## src/pkg/wkirq_map.svh

```systemverilog
// Address map, reset values and reserved-bit patterns of the wakeup block.
// Assumes an 8-bit register port with a 3-bit word address.
//
// Functional notes
// - Edge-select bits 7 and 6 are reserved and always read as 1.
// - Bit 5 picks wakeup pin 5 edge, 0 falling, 1 rising; resets 0.
// - Bits 4..0 pick edges of wakeup pins 4..0, 0 falling; reset 0.
// - Enable bit 7, reset 0, passes direct-transition requests only when 1.
// - Enable bit 6, reset 0, passes clock overflow requests only when 1.
// - Enable bit 5 is one shared enable for all six wakeup pins; reset 0.
// - Enable bit 4 is reserved and always reads as 1.
// - Enable bits 3..0 pass requests of request pins 3..0; reset 0.
// - A clear colliding with a request still lets that request through.
// - Request flag sets on selected edge of an interrupt pin whose function bit (config bits 7..4) is 1; write 0 clears.
// - Direct-transition flag sets on direct sleep while control bit is 1.
`ifndef WKIRQ_MAP_SVH
`define WKIRQ_MAP_SVH

// ----------------------------------------------------------------
// Register word addresses
// ----------------------------------------------------------------
`define WKI_ADDR_EDGE   3'h0
`define WKI_ADDR_ENA    3'h1
`define WKI_ADDR_FLAG   3'h2
`define WKI_ADDR_WFLAG  3'h3
`define WKI_ADDR_EXTCFG 3'h4

// ----------------------------------------------------------------
// Reserved bits that read as one, and reset values
// ----------------------------------------------------------------
`define WKI_EDGE_RSV    8'hc0
`define WKI_ENA_RSV     8'h10
`define WKI_FLAG_RSV    8'h30
`define WKI_WAKE_RST    6'h00
`define WKI_EXT_RST     4'h0
`define WKI_READ_IDLE   8'h00
`define WKI_PAD2        2'h0
`define WKI_TRIG_PIN    5

`endif

```

## src/pkg/wkirq_pkg.sv

```systemverilog
// Types shared by the wakeup edge and enable block.
// Assumes the map header is compiled alongside.
`default_nettype none

package wkirq_pkg;

	typedef struct packed {
		logic [2:0] addr;
		logic [7:0] wdata;
		logic       wr;
		logic       rd;
	} wkirq_bus_t;

	typedef struct packed {
		logic       dt;
		logic       rtc;
		logic       wake;
		logic [3:0] ext;
	} wkirq_req_t;

	typedef struct packed {
		logic       dt;
		logic       rtc;
		logic       wake;
		logic       rsv;
		logic [3:0] ext;
	} wkirq_ena_t;

	typedef struct packed {
		logic       dt;
		logic       rtc;
		logic [1:0] rsv;
		logic [3:0] ext;
	} wkirq_flag_t;

endpackage

`default_nettype wire

```

## src/hw/wkirq_top.sv

```systemverilog
// Wakeup edge selection, interrupt enables and request flags.
// Assumes pins and event strobes are synchronous to clk_sys.
//
// The register addresses and the plain strobed port were left to the implementer.
`include "wkirq_map.svh"
`default_nettype none

module wkirq_top
	import wkirq_pkg::*;
(
	input  wire logic       clk_sys,
	input  wire logic       reset,
	input  wire wkirq_bus_t bus,
	output var  logic [7:0] rdata,
	input  wire logic [5:0] wake_pin,
	input  wire logic [3:0] ext_request_pin,
	input  wire logic       rtc_overflow,
	input  wire logic       sleep_direct,
	input  wire logic       direct_transition_control,
	output var  wkirq_req_t req,
	output var  logic       irq,
	output var  logic       converter_trigger_pin
);

	// ----------------------------------------------------------------
	// Helpers
	// ----------------------------------------------------------------
	function automatic logic [5:0] edge_hit(
		input logic [5:0] cur,
		input logic [5:0] prev,
		input logic [5:0] pol
	);
		edge_hit = (pol & cur & ~prev) | (~pol & ~cur & prev);
	endfunction

	// Write 0 clears a flag; a new event in the same cycle wins.
	function automatic logic [5:0] flag_next(
		input logic [5:0] flag,
		input logic [5:0] set,
		input logic       hit,
		input logic [5:0] wd
	);
		flag_next = set | (flag & ~({6{hit}} & ~wd));
	endfunction

	// ----------------------------------------------------------------
	// State
	// ----------------------------------------------------------------
	logic [5:0]  edge_sel_ff;
	wkirq_ena_t  ena_ff;
	logic [3:0]  ext_edge_ff;
	logic [3:0]  ext_func_ff;
	wkirq_flag_t flag_ff;
	logic [5:0]  wake_flag_ff;
	logic [5:0]  wake_prev_ff;
	logic [3:0]  ext_prev_ff;
	logic        armed_ff;
	logic [7:0]  rdata_ff;
	wkirq_req_t  req_ff;
	logic        irq_ff;
	logic        trig_ff;

	wkirq_ena_t  wr_ena;
	wkirq_flag_t wr_flag;
	logic        wr_edge;
	logic        wr_en;
	logic        wr_fl;
	logic        wr_wf;
	logic        wr_cfg;
	logic [5:0]  wake_set;
	logic [5:0]  ext_set6;
	logic [5:0]  ext_flag6;
	wkirq_req_t  nxt_req;
	logic [7:0]  nxt_rdata;

	assign wr_ena  = wkirq_ena_t'(bus.wdata);
	assign wr_flag = wkirq_flag_t'(bus.wdata);
	assign wr_edge = bus.wr && bus.addr == `WKI_ADDR_EDGE;
	assign wr_en   = bus.wr && bus.addr == `WKI_ADDR_ENA;
	assign wr_fl   = bus.wr && bus.addr == `WKI_ADDR_FLAG;
	assign wr_wf   = bus.wr && bus.addr == `WKI_ADDR_WFLAG;
	assign wr_cfg  = bus.wr && bus.addr == `WKI_ADDR_EXTCFG;

	// ----------------------------------------------------------------
	// Edge detection
	// ----------------------------------------------------------------
	// The first cycle after reset has no valid previous sample, so
	// detection waits one cycle instead of seeing a false edge.
	assign wake_set = armed_ff ?
		edge_hit(wake_pin, wake_prev_ff, edge_sel_ff) :
		`WKI_WAKE_RST;
	assign ext_set6 = armed_ff ?
		edge_hit({`WKI_PAD2, ext_request_pin},
			{`WKI_PAD2, ext_prev_ff},
			{`WKI_PAD2, ext_edge_ff}) &
			{`WKI_PAD2, ext_func_ff} :
		`WKI_WAKE_RST;

	always_ff @(posedge clk_sys)
	begin
		if (reset)
		begin
			armed_ff     <= 1'b0;
			wake_prev_ff <= `WKI_WAKE_RST;
			ext_prev_ff  <= `WKI_EXT_RST;
		end
		else
		begin
			armed_ff     <= 1'b1;
			wake_prev_ff <= wake_pin;
			ext_prev_ff  <= ext_request_pin;
		end
	end

	// ----------------------------------------------------------------
	// Configuration registers
	// ----------------------------------------------------------------
	always_ff @(posedge clk_sys)
	begin
		if (reset)
			edge_sel_ff <= `WKI_WAKE_RST;
		else if (wr_edge)
			edge_sel_ff <= bus.wdata[5:0];
	end

	always_ff @(posedge clk_sys)
	begin
		if (reset)
		begin
			ena_ff <= wkirq_ena_t'(`WKI_READ_IDLE);
		end
		else if (wr_en)
		begin
			ena_ff     <= wr_ena;
			ena_ff.rsv <= 1'b0;
		end
	end

	always_ff @(posedge clk_sys)
	begin
		if (reset)
		begin
			ext_edge_ff <= `WKI_EXT_RST;
			ext_func_ff <= `WKI_EXT_RST;
		end
		else if (wr_cfg)
		begin
			ext_edge_ff <= bus.wdata[3:0];
			ext_func_ff <= bus.wdata[7:4];
		end
	end

	// ----------------------------------------------------------------
	// Request flags
	// ----------------------------------------------------------------
	assign ext_flag6 = flag_next({`WKI_PAD2, flag_ff.ext}, ext_set6,
		wr_fl, {`WKI_PAD2, wr_flag.ext});

	always_ff @(posedge clk_sys)
	begin
		if (reset)
		begin
			flag_ff <= wkirq_flag_t'(`WKI_READ_IDLE);
		end
		else
		begin
			flag_ff.dt <= (sleep_direct && direct_transition_control) ||
				(flag_ff.dt && !(wr_fl && !wr_flag.dt));
			flag_ff.rtc <= rtc_overflow ||
				(flag_ff.rtc && !(wr_fl && !wr_flag.rtc));
			flag_ff.rsv <= `WKI_PAD2;
			flag_ff.ext <= ext_flag6[3:0];
		end
	end

	always_ff @(posedge clk_sys)
	begin
		if (reset)
			wake_flag_ff <= `WKI_WAKE_RST;
		else
			wake_flag_ff <= flag_next(wake_flag_ff, wake_set,
				wr_wf, bus.wdata[5:0]);
	end

	// ----------------------------------------------------------------
	// Requests to the CPU
	// ----------------------------------------------------------------
	// Requests are registered, so they trail the flags by one cycle.
	always_comb
	begin
		nxt_req.dt   = flag_ff.dt && ena_ff.dt;
		nxt_req.rtc  = flag_ff.rtc && ena_ff.rtc;
		nxt_req.wake = (|wake_flag_ff) && ena_ff.wake;
		nxt_req.ext  = flag_ff.ext & ena_ff.ext;
	end

	always_ff @(posedge clk_sys)
	begin
		if (reset)
		begin
			req_ff  <= wkirq_req_t'(`WKI_READ_IDLE);
			irq_ff  <= 1'b0;
			trig_ff <= 1'b0;
		end
		else
		begin
			req_ff  <= nxt_req;
			irq_ff  <= |nxt_req;
			trig_ff <= wake_set[`WKI_TRIG_PIN];
		end
	end

	// ----------------------------------------------------------------
	// Read port
	// ----------------------------------------------------------------
	always_comb
	begin
		nxt_rdata = `WKI_READ_IDLE;
		unique case (bus.addr)
			`WKI_ADDR_EDGE:
				nxt_rdata = `WKI_EDGE_RSV |
					{`WKI_PAD2, edge_sel_ff};
			`WKI_ADDR_ENA:
				nxt_rdata = `WKI_ENA_RSV | 8'(ena_ff);
			`WKI_ADDR_FLAG:
				nxt_rdata = `WKI_FLAG_RSV | 8'(flag_ff);
			`WKI_ADDR_WFLAG:
				nxt_rdata = {`WKI_PAD2, wake_flag_ff};
			`WKI_ADDR_EXTCFG:
				nxt_rdata = {ext_func_ff, ext_edge_ff};
			default:
				nxt_rdata = `WKI_READ_IDLE;
		endcase
	end

	// Read data stand only in the cycle after the strobe.
	always_ff @(posedge clk_sys)
	begin
		if (reset)
			rdata_ff <= `WKI_READ_IDLE;
		else if (bus.rd)
			rdata_ff <= nxt_rdata;
		else
			rdata_ff <= `WKI_READ_IDLE;
	end

	assign rdata                 = rdata_ff;
	assign req                   = req_ff;
	assign irq                   = irq_ff;
	assign converter_trigger_pin = trig_ff;
endmodule

`default_nettype wire

```

## config.mk

```make
export PLATFORM = sky130hd
export DESIGN_NAME = wkirq_top
export DESIGN_NICKNAME = d
export VERILOG_FILES = /design/src/pkg/wkirq_pkg.sv /design/src/hw/wkirq_top.sv
export VERILOG_INCLUDE_DIRS = /design/src /design/src/pkg
export SDC_FILE = /design/constraint.sdc
export NUM_CORES = 1
export LEC_CHECK = 0
export CORE_UTILIZATION = 55
export DETAILED_ROUTE_END_ITERATION = 10
export DONT_BUFFER_PORTS = 1
export HOLD_SLACK_MARGIN = 0.02
export PLACE_DENSITY = 0.77
export SLEW_MARGIN = 0
export SYNTH_ARGS = -nofsm -noshare
export SYNTH_HDL_FRONTEND = slang
export SYNTH_SLANG_ARGS = --single-unit
```

## constraint.sdc

```tcl
create_clock -name clk_sys -period 1.4 [get_ports clk_sys]
set_input_delay 0.14 -clock clk_sys [delete_from_list [all_inputs] [get_ports clk_sys]]
set_output_delay 0.14 -clock clk_sys [all_outputs]
set_load 0.01 [all_outputs]
```

==> impl_results.html <==
<table>
<tr><th>Metric</th><th>Value</th></tr>
<tr><th colspan="2">Run status</th></tr>
<tr><td>Result of the run</td><td>completed</td></tr>
<tr><th colspan="2">Clock network</th></tr>
<tr><td>Clock root buffer</td><td>sky130_fd_sc_hd__clkbuf_8</td></tr>
<tr><td>Hold buffer count at cts</td><td>26</td></tr>
<tr><td>Source-to-sink clock delay at the later pin of the worst-skew pair</td><td>340 ps</td></tr>
<tr><td>Worst-case clock buffer depth</td><td>2</td></tr>
<tr><td>Clk pin slew, worst setup/hold paths</td><td>approximately 60 ps</td></tr>
<tr><td>Post-CTS Setup Bufs</td><td>0</td></tr>
<tr><td>Clock tree from TritonCTS</td><td>built</td></tr>
<tr><td>H-Tree Level Count</td><td>3</td></tr>
<tr><td>Number of buffers added by the clock tree synthesis step</td><td>9</td></tr>
<tr><td>CTS resizes</td><td>0</td></tr>
<tr><td>Clock Sink Count</td><td>61</td></tr>
<tr><th colspan="2">Yosys</th></tr>
<tr><td>Synthesized area per cell</td><td>~9.0 um^2</td></tr>
<tr><td>Count of warnings emitted by yosys</td><td>0</td></tr>
<tr><td>Number of storage elements in the synthesis netlist</td><td>61</td></tr>
<tr><td>Post-synth top flop</td><td>sky130_fd_sc_hd__dfxtp_1</td></tr>
<tr><td>Net count of the mapped netlist</td><td>303</td></tr>
<tr><td>Count of unique library cells instantiated by Yosys</td><td>38</td></tr>
<tr><td>Async SR Flop Fraction</td><td>0</td></tr>
<tr><td>Gate Count Post-Synth</td><td>275</td></tr>
<tr><td>Fraction of the yosys area taken by sequential cells</td><td>0.491</td></tr>
<tr><td>Post-synthesis cell area</td><td>2490 um^2</td></tr>
<tr><td>Number of flops mapped to enable cells by yosys</td><td>0</td></tr>
<tr><th colspan="2">Critical path</th></tr>
<tr><td>Critical Path Source</td><td>wake_flag_ff[5]</td></tr>
<tr><td>Setup slack of the worst register-to-register path</td><td>100 ps</td></tr>
<tr><td>Delay-heaviest family, CP</td><td>simple AND/OR/NAND/NOR gates</td></tr>
<tr><td>CP Launch Type</td><td>register</td></tr>
<tr><td>Bufs and invs on worst path</td><td>0</td></tr>
<tr><td>Kind of end point of the critical path</td><td>register</td></tr>
<tr><td>Ordered cell list for the critical path</td><td>or4_4 -&gt; o31ai_4 -&gt; a31oi_1</td></tr>
<tr><td>CP Data Required Time</td><td>1610 ps</td></tr>
<tr><td>Slowest stage cell on the critical path</td><td>sky130_fd_sc_hd__or4_4</td></tr>
<tr><td>Crit path DAT</td><td>1510 ps</td></tr>
<tr><td>FF-to-FF Start</td><td>wake_flag_ff[5]</td></tr>
<tr><td>Worst-path fanout max</td><td>3</td></tr>
<tr><td>Critical path depth</td><td>3</td></tr>
<tr><td>End point of the critical path</td><td>irq</td></tr>
<tr><td>Worst R2R End</td><td>irq</td></tr>
<tr><td>FF-to-FF path depth</td><td>3</td></tr>
<tr><td>Critical Setup Path Class</td><td>reg2reg</td></tr>
<tr><td>Delay contributed by the slowest stage of the critical path</td><td>530 ps</td></tr>
<tr><th colspan="2">Floorplan</th></tr>
<tr><td>Ports</td><td>45</td></tr>
<tr><td>Effective utilization at floorplan</td><td>0.572</td></tr>
<tr><td>Floorplan die width</td><td>69.3 um</td></tr>
<tr><td>Die ar.</td><td>approximately 4800 um^2</td></tr>
<tr><td>Vert. Die Dim</td><td>69.3 um</td></tr>
<tr><td>Row count</td><td>24</td></tr>
<tr><td>Floorplan Core Area</td><td>4350 um^2</td></tr>
<tr><th colspan="2">Global route</th></tr>
<tr><td>Global-route usage over all layers</td><td>0.284</td></tr>
<tr><td>Overflow after GRT</td><td>0</td></tr>
<tr><td>Initial antenna violation count</td><td>0</td></tr>
<tr><td>Vias in the first global route</td><td>between 2000 and 2500</td></tr>
<tr><td>Global-route wire length before repair</td><td>10.4 mm</td></tr>
<tr><td>Largest net degree at the start of global routing</td><td>49</td></tr>
<tr><th colspan="2">Detailed routing</th></tr>
<tr><td>Count of routing violations after the opening detailed-route iteration</td><td>298</td></tr>
<tr><td>Mean number of vias per cell</td><td>5.95</td></tr>
<tr><td>Detailed-routing iteration count for the pre-antenna-repair pass</td><td>5</td></tr>
<tr><td>Final routed wirelength across all metal layers</td><td>around 6.3 mm</td></tr>
<tr><td>Number of antenna-violating nets in the routed design</td><td>0</td></tr>
<tr><td>Routed length per placed instance</td><td>17.6 um</td></tr>
<tr><td>Number of vias in the routed layout</td><td>2123</td></tr>
<tr><td>Drt drc</td><td>0</td></tr>
<tr><th colspan="2">Timing</th></tr>
<tr><td>Number of setup violations in the final report</td><td>0</td></tr>
<tr><td>Total count of hold-check failures in the final report</td><td>0</td></tr>
<tr><td>Final worst-path cycle share</td><td>0.927</td></tr>
<tr><td>RSZ-0062 raised after global routing</td><td>false</td></tr>
<tr><td>Worst slew pin tran</td><td>between 500 and 600 ps</td></tr>
<tr><td>Worst slew margin relative to its limit</td><td>0.636</td></tr>
<tr><td>Pins over their slew limit</td><td>0</td></tr>
<tr><td>Final setup TNS</td><td>0 ps</td></tr>
<tr><td>Setup clock skew after layout</td><td>4.29 ps</td></tr>
<tr><td>Max Clock Freq</td><td>771 MHz</td></tr>
<tr><td>Min cycle time layout</td><td>1300 ps</td></tr>
<tr><th colspan="2">Cells and area</th></tr>
<tr><td>Core Util, Final</td><td>0.672</td></tr>
<tr><td>Final nets</td><td>328</td></tr>
<tr><td>Most frequent cells in the layout</td><td>sky130_fd_sc_hd__dfxtp_1 (61), sky130_fd_sc_hd__nor2_1 (35), sky130_fd_sc_hd__nand2_1 (33)</td></tr>
<tr><td>Share of cells above drive strength 1</td><td>0.0885</td></tr>
<tr><td>Area Overhead vs Synth</td><td>17.5%</td></tr>
<tr><td>Most common library cell in the layout ignoring fill and taps</td><td>sky130_fd_sc_hd__dfxtp_1</td></tr>
<tr><td>Number of antenna cells inserted</td><td>0</td></tr>
<tr><th colspan="2">Worst hold path</th></tr>
<tr><td>HP Class</td><td>in2reg</td></tr>
<tr><th colspan="2">Pwr</th></tr>
<tr><td>Leakage</td><td>1.05 nW</td></tr>
<tr><td>Worst supply voltage drop on vdd</td><td>0.701 mV</td></tr>
<tr><td>Power density relative to cell area</td><td>1170 nW/um^2</td></tr>
<tr><th colspan="2">Placed design</th></tr>
<tr><td>HPWL reported at the end of detailed placement</td><td>3.87 mm</td></tr>
<tr><td>Number of I/O port buffers</td><td>0</td></tr>
<tr><td>Placer Congestion</td><td>0.873</td></tr>
<tr><th colspan="2">Flow run</th></tr>
<tr><td>Number of max-cap violations</td><td>0</td></tr>
</table>
cells by family (layout without fill, tap and decap cells):
family / Yosys count / in the layout / synth area share
muxes: 18 / 18 / 0.0749
AOI/OAI and AO/OA: 69 / 69 / 0.175
and+or+nand+nor: 107 / 107 / 0.215
buffers and inverters: 20 / 50 / 0.0442
DFF: 61 / 61 / 0.491
how the worst min path moves through the flow:
stage	startpoint	end	depth (start not counted)
after floorplan	ext_request_pin[0]	ext_prev_ff[0]	1
after global placement	reset	wake_flag_ff[3]	1
after detailed placement	reset	wake_flag_ff[4]	1
after CTS	bus[3]	wake_flag_ff[1]	2
after global routing	bus[12]	rdata[7]	3
final	bus[4]	wake_flag_ff[2]	2
report_power, final:
group	internal (W)	switching, W
combinational	0.000125	0.000119
sequential	0.00178	0.0000394
clock	0.000739	0.000622
total	0.00265	0.000781
cell type report:
type                    instances  area (um^2)
clock buffers                  15          166
clock inverters                 1         5.00
fillers                       349         1430
inverters                       6         23.8
multi-input cells             194         1160
flip-flops and latches         61         1220
well taps                      52         65.1
repair buffers                 28          285
per-stage QoR:
step                instance area (um^2)  std cells  worst slack (ps)  hold WS, ps  total power, W
global placement                    2480        315               149          213         0.00199
floorplan                           2490        275               174          268         0.00201
CTS                                 2920        357               102         20.4         0.00344
finish                              2920        357               102         29.5         0.00343
global route                        2920        357              54.8         54.7         0.00355
detailed placement                  2480        315               114          215         0.00200
registers in the layout (all words and copies together), names as in the netlist:
signal / flops
irq: 1
armed_ff: 1
ext_func_ff: 4
ext_edge_ff: 4
req: 7
wake_prev_ff: 6
flag_ff: 6
ext_prev_ff: 4
wake_flag_ff: 6
converter_trigger_pin: 1
rdata: 8
ena_ff: 7
edge_sel_ff: 6
cells in the mapped netlist (2+ instances only):
cell type | number | area, um^2
sky130_fd_sc_hd__inv_1 | 4 | 15.0
sky130_fd_sc_hd__buf_2 | 3 | 15.0
sky130_fd_sc_hd__a221oi_1 | 2 | 17.5
sky130_fd_sc_hd__mux2i_1 | 13 | 130
sky130_fd_sc_hd__nand2_1 | 33 | 124
sky130_fd_sc_hd__buf_4 | 2 | 15.0
sky130_fd_sc_hd__mux2_2 | 5 | 56.3
sky130_fd_sc_hd__nor2_1 | 35 | 131
sky130_fd_sc_hd__nand3_1 | 3 | 15.0
sky130_fd_sc_hd__a22oi_1 | 8 | 60.1
sky130_fd_sc_hd__a21oi_1 | 24 | 120
sky130_fd_sc_hd__buf_6 | 3 | 33.8
sky130_fd_sc_hd__and3_1 | 5 | 31.3
sky130_fd_sc_hd__nor2b_1 | 14 | 87.6
sky130_fd_sc_hd__nor3b_1 | 9 | 67.6
sky130_fd_sc_hd__o22a_1 | 4 | 35.0
sky130_fd_sc_hd__o21ai_0 | 19 | 95.1
sky130_fd_sc_hd__o211ai_1 | 5 | 37.5
sky130_fd_sc_hd__dfxtp_1 | 61 | 1220
sky130_fd_sc_hd__clkbuf_1 | 5 | 18.8
worst register-to-register path: cells and delay by family (launching register included):
family             cells  cell delay (ps)
and+or+nand+nor        1              530
AOI/OAI and AO/OA      2              300
DFF                    1              340
per-layer routing:
metal / up-vias / GRT usage / wire (um)
li1: 1010 / - / -
met1: 969 / 0.339 / 2470
met2: 116 / 0.446 / 2910
met3: 28 / 0.0945 / 623
met4: 0 / 0.166 / 262
met5: - / 0 / 0
(Power assumes the default switching activity.)
